$ cat config.mk
export PLATFORM = sky130hd
export DESIGN_NAME = bpc_top
export DESIGN_NICKNAME = d
export VERILOG_FILES = /design/src/core/bpc_pkg.sv /design/src/core/bpc_match.sv /design/src/core/bpc_top.sv
export SDC_FILE = /design/constraint.sdc
export NUM_CORES = 1
export LEC_CHECK = 0
export ABC_AREA = 1
export BUFFER_PORTS_ARGS = -buffer_cell sky130_fd_sc_hd__buf_2
export CORE_MARGIN = 1
export CORE_UTILIZATION = 51
export DETAILED_ROUTE_END_ITERATION = 16
export HOLD_SLACK_MARGIN = 0.12
export PLACE_DENSITY = 0.78
export SLEW_MARGIN = 20
export SYNTH_ARGS = -nofsm -noshare
export SYNTH_HDL_FRONTEND = slang
export SYNTH_HIERARCHICAL = 1
export SYNTH_SLANG_ARGS = --single-unit
$ cat constraint.sdc
create_clock -name pclk -period 1.65 [get_ports pclk]
set_input_delay 0.33 -clock pclk [delete_from_list [all_inputs] [get_ports pclk]]
set_output_delay 0.33 -clock pclk [all_outputs]
set_load 0.01 [all_outputs]
$ cat src/core/bpc_pkg.sv
// Package for the breakpoint control block: offsets, fields, resets.
package bpc_pkg;
  // ***************************************************************
  // Register byte addresses (offset index times four)
  // ***************************************************************
  localparam int BPC_IDX_CTRL2 = 32'h00000028;
  localparam int BPC_IDX_CTRL3 = 32'h00000029;
  localparam logic [11:0] BPC_ADDR_CTRL2 = 12'h0a0;
  localparam logic [11:0] BPC_ADDR_CTRL3 = 12'h0a4;
  localparam logic [11:0] BPC_ADDR_TRACE = 12'h0a8;
  localparam logic [11:0] BPC_ADDR_COMPA = 12'h0ac;
  localparam logic [11:0] BPC_ADDR_COMPB = 12'h0b0;
  localparam logic [11:0] BPC_ADDR_COMPC = 12'h0b4;
  localparam logic [11:0] BPC_ADDR_STAT = 12'h0b8;
  // ***************************************************************
  // Control two fields
  // ***************************************************************
  localparam int BPC_C2_PAIR_EN = 7;
  localparam int BPC_C2_FULL = 6;
  localparam int BPC_C2_HALT = 5;
  localparam int BPC_C2_TAG_AB = 4;
  localparam int BPC_C2_C_EN = 3;
  localparam int BPC_C2_TAG_C = 2;
  localparam int BPC_C2_DIR_EN = 1;
  localparam int BPC_C2_DIR_VAL = 0;
  // ***************************************************************
  // Control three fields
  // ***************************************************************
  localparam int BPC_C3_AMH = 7;
  localparam int BPC_C3_AML = 6;
  localparam int BPC_C3_BMH = 5;
  localparam int BPC_C3_BML = 4;
  localparam int BPC_C3_DIR_A_EN = 3;
  localparam int BPC_C3_DIR_A_VAL = 2;
  localparam int BPC_C3_DIR_B_EN = 1;
  localparam int BPC_C3_DIR_B_VAL = 0;
  // ***************************************************************
  // Trace control fields (own register)
  // ***************************************************************
  localparam int BPC_TR_ENABLE = 0;
  localparam int BPC_TR_LOOP = 1;
  localparam int BPC_TR_ARM = 2;
  // ***************************************************************
  // Reset values
  // ***************************************************************
  localparam logic [7:0] BPC_RST_CTRL2 = 8'h00;
  localparam logic [7:0] BPC_RST_CTRL3 = 8'h00;
  localparam logic [2:0] BPC_RST_TRACE = 3'h0;
  localparam logic [21:0] BPC_RST_COMP = 22'h000000;
  // Comparator value layout: ext[21:16], high[15:8], low[7:0]
  localparam int BPC_EXT_W = 6;
  localparam int BPC_ADDR_W = 16;
endpackage : bpc_pkg

$ cat src/core/bpc_match.sv
// Address comparator with byte masks and optional program page.
`timescale 1ns/1ps
module bpc_match
  import bpc_pkg::*;
(
  input wire logic [21:0] comp,
  input wire logic [5:0] page,
  input wire logic page_sel,
  input wire logic [15:0] addr,
  input wire logic mask_high,
  input wire logic mask_low,
  output logic hit
);
  logic eff_high;
  logic ext_ok;
  logic hi_ok;
  logic lo_ok;
  always_comb begin
    // Low unmasked: full compare, high mask ignored
    eff_high = mask_high & mask_low;
    ext_ok = !page_sel || (comp[21:16] == page);
    if (page_sel) begin
      hi_ok = comp[13:8] == addr[13:8];
    end else begin
      hi_ok = comp[15:8] == addr[15:8];
    end
    lo_ok = comp[7:0] == addr[7:0];
    hit = ext_ok && (eff_high || hi_ok) && (mask_low || lo_ok);
    if (mask_high && mask_low) begin
      hit = page_sel && (comp[21:16] == page);
    end
  end
endmodule : bpc_match

$ cat src/core/bpc_top.sv
// Breakpoint control unit with APB registers and break request logic.
//
// Design decision made here: the APB register port.
`timescale 1ns/1ps
module bpc_top
  import bpc_pkg::*;
(
  input wire logic pclk,
  input wire logic presetn,
  input wire logic psel,
  input wire logic penable,
  input wire logic pwrite,
  input wire logic [11:0] paddr,
  input wire logic [31:0] pwdata,
  output logic [31:0] prdata,
  output logic pready,
  output logic pslverr,
  input wire logic [15:0] cpu_addr,
  input wire logic [15:0] cpu_data,
  input wire logic cpu_read,
  input wire logic cpu_valid,
  input wire logic page_sel,
  input wire logic [5:0] page_value,
  input wire logic opcode_fetch,
  input wire logic opcode_execute,
  input wire logic instr_boundary,
  output logic software_interrupt,
  output logic background_halt
);
  // *****************************************************************
  // Register file
  // *****************************************************************
  logic [7:0] ctrl2_q;
  logic [7:0] ctrl3_q;
  logic [2:0] trace_q;
  logic [21:0] comp_a_q;
  logic [21:0] comp_b_q;
  logic [21:0] comp_c_q;
  logic wr_en;
  logic rd_en;
  logic mapped;
  logic loop_arm;
  assign wr_en = psel && penable && pwrite;
  assign rd_en = psel && penable && !pwrite;
  assign pready = 1'b1;
  always_comb begin
    case (paddr)
      BPC_ADDR_CTRL2, BPC_ADDR_CTRL3, BPC_ADDR_TRACE, BPC_ADDR_COMPA,
      BPC_ADDR_COMPB, BPC_ADDR_COMPC, BPC_ADDR_STAT: mapped = 1'b1;
      default: mapped = 1'b0;
    endcase
  end
  assign pslverr = psel && penable && !mapped;
  // Arming in single loop mode
  assign loop_arm = wr_en && (paddr == BPC_ADDR_TRACE) &&
    pwdata[BPC_TR_ARM] && pwdata[BPC_TR_LOOP];

  always_ff @(posedge pclk or negedge presetn) begin
    if (!presetn) begin
      ctrl2_q <= BPC_RST_CTRL2;
    end else if (wr_en && paddr == BPC_ADDR_CTRL2) begin
      ctrl2_q <= pwdata[7:0];
      if (loop_arm || trace_q[BPC_TR_LOOP]) begin
        ctrl2_q[BPC_C2_C_EN] <= 1'b0;
      end
    end else if (loop_arm) begin
      ctrl2_q[BPC_C2_C_EN] <= 1'b0;
    end
  end

  always_ff @(posedge pclk or negedge presetn) begin
    if (!presetn) begin
      ctrl3_q <= BPC_RST_CTRL3;
    end else if (wr_en && paddr == BPC_ADDR_CTRL3) begin
      ctrl3_q <= pwdata[7:0];
    end
  end

  always_ff @(posedge pclk or negedge presetn) begin
    if (!presetn) begin
      trace_q <= BPC_RST_TRACE;
    end else if (wr_en && paddr == BPC_ADDR_TRACE) begin
      trace_q <= pwdata[2:0];
      if (ctrl2_q[BPC_C2_PAIR_EN]) begin
        trace_q[BPC_TR_ENABLE] <= 1'b0;
      end
    end
  end

  always_ff @(posedge pclk or negedge presetn) begin
    if (!presetn) begin
      comp_a_q <= BPC_RST_COMP;
      comp_b_q <= BPC_RST_COMP;
      comp_c_q <= BPC_RST_COMP;
    end else if (wr_en) begin
      if (paddr == BPC_ADDR_COMPA) begin
        comp_a_q <= pwdata[21:0];
      end
      if (paddr == BPC_ADDR_COMPB) begin
        comp_b_q <= pwdata[21:0];
      end
      if (paddr == BPC_ADDR_COMPC) begin
        comp_c_q <= pwdata[21:0];
      end
    end
  end

  // *****************************************************************
  // Mode decode
  // *****************************************************************
  logic pair_on;
  logic trace_mode;
  logic full_mode;
  logic pair_tag;
  logic third_on;
  logic amh;
  logic aml;
  assign pair_on = ctrl2_q[BPC_C2_PAIR_EN];
  assign trace_mode = !pair_on && trace_q[BPC_TR_ENABLE];
  assign full_mode = ctrl2_q[BPC_C2_FULL] && !trace_mode;
  assign pair_tag = ctrl2_q[BPC_C2_TAG_AB] && !trace_mode;
  assign third_on = ctrl2_q[BPC_C2_C_EN] && !trace_q[BPC_TR_LOOP];
  assign amh = ctrl3_q[BPC_C3_AMH] && !trace_mode;
  assign aml = ctrl3_q[BPC_C3_AML] && !trace_mode;

  // *****************************************************************
  // Comparators
  // *****************************************************************
  logic hit_a;
  logic hit_b_addr;
  logic hit_c_addr;
  logic hit_data;
  logic hit_ab;
  logic hit_c;
  logic dir_a_ok;
  logic dir_b_ok;
  logic dir_c_ok;
  logic bmh;
  logic bml;

  bpc_match u_match_a (
    .comp(comp_a_q), .page(page_value), .page_sel(page_sel),
    .addr(cpu_addr), .mask_high(amh), .mask_low(aml), .hit(hit_a)
  );
  bpc_match u_match_b (
    .comp(comp_b_q), .page(page_value), .page_sel(page_sel),
    .addr(cpu_addr), .mask_high(ctrl3_q[BPC_C3_BMH]),
    .mask_low(ctrl3_q[BPC_C3_BML]), .hit(hit_b_addr)
  );
  bpc_match u_match_c (
    .comp(comp_c_q), .page(page_value), .page_sel(page_sel),
    .addr(cpu_addr), .mask_high(1'b0), .mask_low(1'b0), .hit(hit_c_addr)
  );

  // Data compare selected by second masks in full mode
  always_comb begin
    bmh = ctrl3_q[BPC_C3_BMH];
    bml = ctrl3_q[BPC_C3_BML];
    hit_data = (bmh || comp_b_q[15:8] == cpu_data[15:8]) &&
      (bml || comp_b_q[7:0] == cpu_data[7:0]);
  end

  // Direction qualification per comparator
  always_comb begin
    dir_a_ok = !ctrl3_q[BPC_C3_DIR_A_EN] ||
      (cpu_read == ctrl3_q[BPC_C3_DIR_A_VAL]);
    dir_b_ok = !ctrl3_q[BPC_C3_DIR_B_EN] ||
      (cpu_read == ctrl3_q[BPC_C3_DIR_B_VAL]);
    dir_c_ok = !ctrl2_q[BPC_C2_DIR_EN] ||
      (cpu_read == ctrl2_q[BPC_C2_DIR_VAL]);
  end

  always_comb begin
    if (full_mode) begin
      hit_ab = hit_a && dir_a_ok && hit_data;
    end else begin
      hit_ab = (hit_a && dir_a_ok) || (hit_b_addr && dir_b_ok);
    end
    hit_ab = hit_ab && cpu_valid && pair_on;
    hit_c = hit_c_addr && dir_c_ok && cpu_valid && third_on;
  end

  // *****************************************************************
  // Break request generation
  // *****************************************************************
  logic force_pend_q;
  logic tag_pend_q;
  logic tag_hit;
  logic force_hit;
  logic fire;
  logic c_tag;
  assign c_tag = ctrl2_q[BPC_C2_TAG_C];
  // Tag only on opcode fetch
  assign tag_hit = opcode_fetch &&
    ((hit_ab && pair_tag) || (hit_c && c_tag));
  assign force_hit = (hit_ab && !pair_tag) ||
    (hit_c && !c_tag);

  always_ff @(posedge pclk or negedge presetn) begin
    if (!presetn) begin
      force_pend_q <= 1'b0;
    end else if (force_pend_q && instr_boundary) begin
      force_pend_q <= force_hit;
    end else if (force_hit) begin
      force_pend_q <= 1'b1;
    end
  end

  // Tag consumed by execution, dropped if flushed without it
  always_ff @(posedge pclk or negedge presetn) begin
    if (!presetn) begin
      tag_pend_q <= 1'b0;
    end else if (tag_hit) begin
      tag_pend_q <= 1'b1;
    end else if (instr_boundary || opcode_execute) begin
      tag_pend_q <= 1'b0;
    end
  end

  assign fire = (force_pend_q && instr_boundary) ||
    (tag_pend_q && opcode_execute);

  always_ff @(posedge pclk or negedge presetn) begin
    if (!presetn) begin
      software_interrupt <= 1'b0;
      background_halt <= 1'b0;
    end else begin
      software_interrupt <= fire && !ctrl2_q[BPC_C2_HALT];
      background_halt <= fire && ctrl2_q[BPC_C2_HALT];
    end
  end

  // *****************************************************************
  // Read data
  // *****************************************************************
  always_ff @(posedge pclk or negedge presetn) begin
    if (!presetn) begin
      prdata <= 32'h00000000;
    end else if (psel && !penable && !pwrite) begin
      case (paddr)
        BPC_ADDR_CTRL2: prdata <= {24'h000000, ctrl2_q};
        BPC_ADDR_CTRL3: prdata <= {24'h000000, ctrl3_q};
        BPC_ADDR_TRACE: prdata <= {29'h00000000, trace_q};
        BPC_ADDR_COMPA: prdata <= {10'h000, comp_a_q};
        BPC_ADDR_COMPB: prdata <= {10'h000, comp_b_q};
        BPC_ADDR_COMPC: prdata <= {10'h000, comp_c_q};
        BPC_ADDR_STAT: prdata <= {28'h0000000, trace_mode, full_mode,
          tag_pend_q, force_pend_q};
        default: prdata <= 32'h00000000;
      endcase
    end
  end
  // Unused read strobe kept for clarity of decode
  logic unused_rd;
  assign unused_rd = rd_en;
endmodule : bpc_top

* Word level (Yosys, flattened, before mapping)
Index checks and enable logic that the tools add are counted.
W data, S select, Z words.
** Operators by class
- Equality and inequality tests :: 24
- Mux-type cells :: 16
- Bitwise gates (word level) :: 2
- Reductions and logical operators :: 82
** Operators with widths (number)
- $pmux W22 S7 :: 1
- $eq A12 B8 Y1 const B :: 7
- $eq A8 B8 Y1 :: 8
- $logic_and A1 B1 Y1 :: 44
- $eq A6 B6 Y1 :: 6
- $logic_or A1 B1 Y1 :: 18
- $mux W1 :: 15
- $logic_not A1 Y1 :: 13
- $reduce_or A7 Y1 :: 1
- $reduce_and A2 Y1 :: 3
- $reduce_bool A2 Y1 :: 3
- $eq A1 B1 Y1 :: 3
- $and A1 B1 Y1 :: 2
** Word-level totals
- Flip-flop bits (word level) :: 121
- Input port bits :: 93
- Output and inout bits :: 36

* Logic depth before layout (Yosys ltp)
Gate-level depths: netlist (run 1).
- Depth after elaboration :: 18
- Gate-level depth with buffers :: 15

* Cells and area by module
Netlist (run 1), hierarchy kept.
** Modules (own cells, without submodules)
- bpc_top :: times used 1, cells an instance 683, area an instance 5376.4 µm²
- bpc_match :: times used 3, cells an instance 87, area an instance 390.4 µm²

* Least setup slack after synthesis (run 1)
OpenSTA, ideal clock, no wires.
- Path type :: register to register
- Start point :: register ctrl2_q[7]
- End point :: register tag_pend_q
- Setup time :: 0.065 ns
- Data arrival time :: 1.570 ns
- Data required time :: 1.585 ns
- Setup slack :: 0.015 ns
- Cell stages (with the launch flop) :: 15
- Clock period less this slack :: 1.635 ns
- Cells stage by stage :: dfrtp_1 nor2_1 nor2_1 nand2_1 o21a_1 nand4_1 nand2_1 nand2_1 nor2_2 o21ai_0 a21oi_1 nand3_1 nand2_1 nand2_1 nand2_1
** Between the ends
- Longest elaborated chain between the ends :: 18
- Elaborated cells on any way between the ends :: 25
- Those cells by class :: mux: 3; bitwise: 1; reduce/logical: 21
** Ends and longest elaborated chain
- start: declaration :: line bpc_top.sv:33 : logic [7:0] ctrl2_q;
- start signal: assignment :: line bpc_top.sv:62 : ctrl2_q <= pwdata[7:0];
- $logic_not A1 Y1 * :: line bpc_top.sv:119 : assign trace_mode = !pair_on && trace_q[BPC_TR_ENABLE];
- $logic_and A1 B1 Y1 * :: line bpc_top.sv:119
- $logic_not A1 Y1 * :: line bpc_top.sv:124 : assign aml = ctrl3_q[BPC_C3_AML] && !trace_mode;
- $logic_and A1 B1 Y1 * :: line bpc_top.sv:124
- named net aml :: line bpc_top.sv:117 : logic aml;
- $and A1 B1 Y1 :: line bpc_match.sv:20 : eff_high = mask_high & mask_low;
- $logic_or A1 B1 Y1 :: line bpc_match.sv:28 : hit = ext_ok && (eff_high || hi_ok) && (mask_low || lo_ok);
- $logic_and A1 B1 Y1 (2 in a row) :: line bpc_match.sv:28
- [... 1 more ...]
- named net hit_a :: line bpc_top.sv:129 : logic hit_a;
- $logic_and A1 B1 Y1 * :: line bpc_top.sv:175, bpc_top.sv:177
- $logic_or A1 B1 Y1 / $logic_and A1 B1 Y1 (equally long branches) :: line bpc_top.sv:177, bpc_top.sv:175
- $mux W1 * :: line bpc_top.sv:174 : if (full_mode) begin
- $logic_and A1 B1 Y1 * (2 in a row) :: line bpc_top.sv:179 : hit_ab = hit_ab && cpu_valid && pair_on;
- $logic_and A1 B1 Y1 * :: line bpc_top.sv:195 : ((hit_ab && pair_tag) || (hit_c && c_tag));
- $logic_or A1 B1 Y1 * :: line bpc_top.sv:195
- $logic_and A1 B1 Y1 * :: line bpc_top.sv:194 : assign tag_hit = opcode_fetch &&
- $mux W1 / $reduce_bool A2 Y1 (equally long branches)
- end signal: assignment :: line bpc_top.sv:212 : tag_pend_q <= 1'b0;
- end signal: assignment :: line bpc_top.sv:214 : tag_pend_q <= 1'b1;
- end signal: assignment :: line bpc_top.sv:216 : tag_pend_q <= 1'b0;
- end: declaration :: line bpc_top.sv:187 : logic tag_pend_q;
Mark *: on every way through the listed nets, which the timed path passes. The rest lies on a longest branch.
A chain may end at the register's enable or synchronous reset.

* Worst setup path in the final report (run 1)
- Start point :: register trace_q[0]
- End point :: register tag_pend_q
** Between the ends
- Longest elaborated chain between the ends :: 17
- Elaborated cells on any way between the ends :: 24
- Those cells by class :: mux: 3; bitwise: 1; reduce/logical: 20
** Ends and longest elaborated chain
- start: declaration :: line bpc_top.sv:35 : logic [2:0] trace_q;
- start signal: assignment :: line bpc_top.sv:83 : trace_q <= pwdata[2:0];
- $logic_and A1 B1 Y1 * :: line bpc_top.sv:119
- $logic_not A1 Y1 * :: line bpc_top.sv:124
- $logic_and A1 B1 Y1 * :: line bpc_top.sv:124
- named net aml :: line bpc_top.sv:117
- $and A1 B1 Y1 :: line bpc_match.sv:20
- $logic_or A1 B1 Y1 :: line bpc_match.sv:28
- $logic_and A1 B1 Y1 (2 in a row) :: line bpc_match.sv:28
- $mux W1 * :: line bpc_match.sv:29 : if (mask_high && mask_low) begin
- named net hit_a :: line bpc_top.sv:129
- $logic_and A1 B1 Y1 * :: line bpc_top.sv:175, bpc_top.sv:177
- $logic_or A1 B1 Y1 / $logic_and A1 B1 Y1 (equally long branches) :: line bpc_top.sv:177, bpc_top.sv:175
- $mux W1 * :: line bpc_top.sv:174
- $logic_and A1 B1 Y1 * (2 in a row) :: line bpc_top.sv:179
- $logic_and A1 B1 Y1 * :: line bpc_top.sv:195
- $logic_or A1 B1 Y1 * :: line bpc_top.sv:195
- $logic_and A1 B1 Y1 * :: line bpc_top.sv:194
- $mux W1 / $reduce_bool A2 Y1 (equally long branches)
Marked as above.

==> flow_summary.toml, run 1 <==
[final_layout]
area_growth_pct = 24.3
fin_cells = 1280
nFillCells = 1106
drive_above_1_share_pct = 20.5
n_antenna_cell = 0
final_core_util_pct = 64.8
final_nets = 1196

[timing]
rsz0062_at_grt = "true"
hold_violations = 0
setup_slack_ns = -0.0393
max_freq_mhz = 592
period_needed_ns = 1.69
finalMaxSlewViolations = 0
setup_viol_count_final = 3
period_share_pct = 102
fin_skew_ns = 0.00557
hold_slack_ns = 0.169

[power]
powerDensity_nw_per_um2 = 694
switching_power_w = 0.00131
p_comb_share_pct = 9.0
power.internal_w = 0.00434
p_sw_share_pct = 23.2
pwr-share-seq_pct = 48.3
power_leakage_nw = 4.43
clock_power_share_pct = 42.7
ir_drop_uv = 531

[placement]
io_buffer_count = 107
place.gp.congestion = 0.940
dp_cells = 1256
hpwl_um = 12900
dp_worst_setup_slack_ns = -0.157

[yosys]
synthFlopType = "dfrtp_1"
synth_edf_count = 0
ys_warn_count = 6
synth_area_leaders = "dfrtp_1 (42%), nand2_1 (21%), inv_1 (7.1%)"
mappedNetlistArea_um2 = 6550
ys_seq_elements = 111
synth_common_cells = "nand2_1 (366), inv_1 (124), dfrtp_1 (111), nor2_1 (82), o21ai_0 (50)"
ys_types = 35
yosysMostFrequentCell = "nand2_1"
synth_cells = 944
ys_async_sr_fraction_pct = 100
netlist.top_cell.by_area = "dfrtp_1"
synth.avg_cell_area_um2 = 6.94
synth_seq_area_share_pct = 42.4
netlist.area_leader.share_pct = 42.4

[global_route]
grt_max_degree = 48
grt_pass1_wl_um = 28200
grt_overflow = 0
grt_pass1_vias = 5811
grt_usage_pct = 27.9
antenna_found_initial = 0

[floorplan]
die_w_um = 115
start_util_pct = 52.1
core-area_um2 = 12600
dieArea_um2 = 13300
placementRows = 41
io-pin-count = 129
fp.dieH_um = 115

[route]
vias = 6360
ant_nets = 0
initialDrtViolationCount = 444
wl_um = 17300
drc = 0
vias_per_cell = 4.97
drt-pass1-iter-count = 5
wl_per_cell_um = 13.5

[cts]
clkLatencyLatePin_ns = 0.36
htree_num_levels = 3
cts_tree = "done"
cts.sinks = 111
cts_buffer_depth = 2
root_buffer = "clkbuf_16"
cts_buffers = 9
clk_pin_slew_ns = 0.07

[status]
violations = "negative setup slack"
status = "finished, violations left"

[run]
drv_cap = 0

[setup_path]
cp-start-kind = "flip-flop"
endpoint_kind = "flip-flop"
path_class = "flip-flop to flip-flop"
worstPathArrival_ns = 1.99
cp.required_ns = 1.95
cp_max_fo = 3

[worst_hold_path]
hold_path_class = "input port to flip-flop"
-- cell type report --
class | instances | area [um2] | share of cell area [%]
inverters | 129 | 487 | 5.98
flip-flops and latches | 111 | 2780 | 34.1
repair buffers | 170 | 1110 | 13.7
multi-input cells | 682 | 3210 | 39.5
well taps | 172 | 215 | 2.64
clock buffers | 12 | 256 | 3.15
clock inverters | 4 | 77.6 | 0.953
-- cell usage in the layout, fill, tap and decap left out, types with 7 or more instances in the layout --
cell type / instances
o21ai_1: 43
buf_4: 56
xnor2_1: 22
o21ai_2: 8
nand2_1: 364
o22ai_1: 7
conb_1: 14
inv_1: 122
nor2_1: 75
nor2_2: 7
clkbuf_16: 9
dfrtp_1: 111
nand4_1: 8
xor2_1: 18
nand3_1: 32
buf_2: 103
o21ai_0: 49
-- stage by stage --
stage,TNS (ns),total power (W),cell area (um2)
final,-0.0748,0.00565,8140
after global routing,-0.411,0.00585,8140
after CTS,-0.0115,0.00567,8120
after detailed placement,-5.92,0.00326,7630
after global placement,-4.93,0.00325,7630
after floorplan,0,0.00301,6590
-- routing by layer --
layer	routed length, um	global-route usage [%]	vias to the layer above
met5	0	0	-
met4	407	11.1	0
met3	1100	4.06	31
met2	7940	45.0	248
met1	7870	37.9	2893
li1	-	-	3188
-- power by group through the flow --
stage / registers [W] / clock network, W / logic (W)
2_1_floorplan: 0.00278 / 0 / 0.000227
3_3_place_gp: 0.00278 / 0 / 0.000477
3_5_place_dp: 0.00278 / 0 / 0.000483
4_1_cts: 0.00273 / 0.00244 / 0.000509
5_1_grt: 0.00272 / 0.00256 / 0.000569
6_report: 0.00273 / 0.00241 / 0.000510
-- flip-flops by register name, indices dropped and copies added, names as in the netlist, 3 cells and up --
register	flops
comp_a_q	22
ctrl3_q	8
comp_c_q	22
comp_b_q	22
trace_q	3
prdata	22
ctrl2_q	8
-- cell families after synthesis --
kind of cell | synth area share, %
other cells | 0.115
buf+inv | 10.6
xor+xnor | 5.48
flops | 42.4
simple gates | 31.7
compound gates | 9.63
-- final timing paths --
check	from	slack, ns	cells after the start	endpoint
worst min-delay path	pwdata[2]	0.17	2	ctrl2_q[3]
min in group asynchronous	presetn	0.43	2	comp_a_q[20]
worst max-delay path	trace_q[0]	-0.04	15	tag_pend_q
max in group asynchronous	presetn	0.64	3	comp_a_q[3]
worst max register to register	trace_q[0]	-0.04	15	tag_pend_q
worst min register to register	prdata[13]	0.47	2	prdata[13]
-- worst max-delay path: stages, from the launching register on --
cell and delay [ns]:
dfrtp_1 0.37, inv_2 0.08, nor2_4 0.05, nor2_2 0.13, buf_4 0.12, buf_4 0.09
inv_1 0.03, nand2_1 0.07, nand2_1 0.07, nor2_2 0.15, o21ai_1 0.08, a21oi_1 0.16
nand3_1 0.09, nand2_1 0.06, nand2_1 0.04, nand2_1 0.05
-- timing repair --
| item | in CTS | in global routing |
|---|---|---|
| setup buffers | 6 | 1 |
| pin swaps | 17 | 3 |
| endpoints found under the hold margin | 23 | 0 |
| resized for setup | 25 | 3 |
| endpoints found under the setup margin | 3 | 3 |
| hold buffers | 1 | 0 |
Power figures use the tool's default switching activity.
==> run 2, diff against run 1 <==
Settings changed: RECOVER_POWER set to 50, TNS_END_PERCENT set to 30.
==> run 2 against run 1 <==
Compared with the run above:
- the flow still finishes with violations (negative setup slack)
- cell count hardly changed
- global-route usage stayed put
- first-iteration DRC count is 0.23% lower
- count of clock-buffer cells in the layout stayed put
- clock power hardly changed
- register-to-register slack hardly changed
- fmax is 0.76% higher
- critical path depth stayed put
- sequential share of layout area is 0.18 points higher
- hold slack worse by 0.0010 ns
- combinational power is 2% lower
- die area stayed put
- critical endpoint unchanged
==> flow_summary.toml, run 2 (synthesized netlist as in run 1, its figures left out) <==
[status]
status = "finished, violations left"
violations = "negative setup slack"

[route]
wl_um = 17400
vias_per_cell = 5.00
wl_per_cell_um = 13.6
drt-pass1-iter-count = 6
ant_nets = 0
vias = 6391
initialDrtViolationCount = 443
drc = 0

[setup_path]
cp-start-kind = "flip-flop"
crit_chain = "inv_2 > nor2_4 > nor2_2 > buf_4 > buf_4 > inv_1 > nand2_1 > nand2_1 > nor2_2 > o21ai_1 > a21oi_1 > nand3_1 > nand2_1 > nand2_1 > nand2_1"
cp_common_cell = "nand2_1"
endpoint_kind = "flip-flop"
critPathMaxStageDelay_ns = 0.37
path_class = "flip-flop to flip-flop"
cp_slowest_cell = "dfrtp_1"
critPathBufInv = 4
cp_top_family = "simple AND/OR/NAND/NOR gates"
cp_max_fo = 3
cp.required_ns = 1.95
worstPathArrival_ns = 1.98

[final_layout]
final_common_cell = "nand2_1"
final_cell_mix = "nand2_1 (364), inv_1 (122), dfrtp_1 (111), buf_2 (95), nor2_1 (75)"
nFillCells = 1121
n_antenna_cell = 0
final_core_util_pct = 64.4
area_growth_pct = 23.6
drive_above_1_share_pct = 19.7
final_nets = 1195

[floorplan]
fp.dieH_um = 115
die_w_um = 115
dieArea_um2 = 13300
core-area_um2 = 12600
io-pin-count = 129
placementRows = 41
start_util_pct = 52.1

[global_route]
grt_usage_pct = 27.9
grt_max_degree = 48
grt_pass1_vias = 5811
grt_overflow = 0
antenna_found_initial = 0
grt_pass1_wl_um = 28200

[run]
drv_cap = 0

[timing]
finalMaxSlewViolations = 0
fin_skew_ns = 0.00488
hold_slack_ns = 0.168
rsz0062_at_grt = "true"
period_share_pct = 102
hold_violations = 0
setup_viol_count_final = 2
tightest_slew_ns = 0.638
setup_slack_ns = -0.0265
maxSlewHeadroom_pct = 57.5
tns_ns = -0.0431
period_needed_ns = 1.68
max_freq_mhz = 596

[cts]
cts_tree = "done"
cts.sinks = 111
htree_num_levels = 3
clkLatencyLatePin_ns = 0.36
cts_buffers = 9
cts_buffer_depth = 2
clk_pin_slew_ns = 0.07
root_buffer = "clkbuf_16"

[placement]
hpwl_um = 12900
dp_worst_setup_slack_ns = -0.157
io_buffer_count = 107
place.gp.congestion = 0.940

[power]
ir_drop_uv = 534
power_leakage_nw = 4.38
powerDensity_nw_per_um2 = 697

[worst_hold_path]
hold_path_class = "input port to flip-flop"
-- run 2: metal layers --
metal	part of all wire, %	vias up	global-route usage [%]
li1	-	3183	-
met1	45	2939	37.9
met2	46	242	45.0
met3	6.9	27	4.06
met4	2.1	0	11.1
met5	0	-	0
-- run 2: layout make-up --
| class | instances | area (um2) | share of cell area (%) |
|---|---|---|---|
| inverter | 129 | 487 | 6.01 |
| clock buffer | 12 | 256 | 3.17 |
| tap | 172 | 215 | 2.66 |
| sequential | 111 | 2780 | 34.3 |
| clock inverter | 4 | 77.6 | 0.958 |
| multi-input combinational | 682 | 3210 | 39.7 |
| timing repair buffer | 169 | 1070 | 13.2 |
-- run 2: worst paths after layout --
path	to	depth (start not counted)	slack [ns]	from
min in group asynchronous	comp_a_q[20]	2	0.52	presetn
hold reg to reg	prdata[13]	2	0.47	prdata[13]
hold / removal	ctrl2_q[3]	2	0.17	pwdata[1]
setup reg to reg	tag_pend_q	15	-0.03	trace_q[0]
setup / recovery	tag_pend_q	15	-0.03	trace_q[0]
max in group asynchronous	comp_c_q[9]	3	0.23	presetn
-- run 2: through the flow --
step                std cells  total power, W  area, um2
finish                   1279         0.00564       8100
global route             1279         0.00585       8100
CTS                      1279         0.00567       8120
detailed placement       1256         0.00326       7630
global placement         1256         0.00325       7630
floorplan                 956         0.00301       6590
-- run 2: repair_timing --
item | CTS | global route
hold endpoints to repair | 23 | 0
endpoints found under the setup margin | 3 | 3
gates resized for setup | 25 | 3
pin swaps | 17 | 0
buffers inserted | 6 | 0
hold buffers | 1 | 0
-- run 2: power by group --
group | internal [W] | switching, W
logic | 0.000187 | 0.000315
clock network | 0.00142 | 0.000996
registers | 0.00272 | 0.00000285
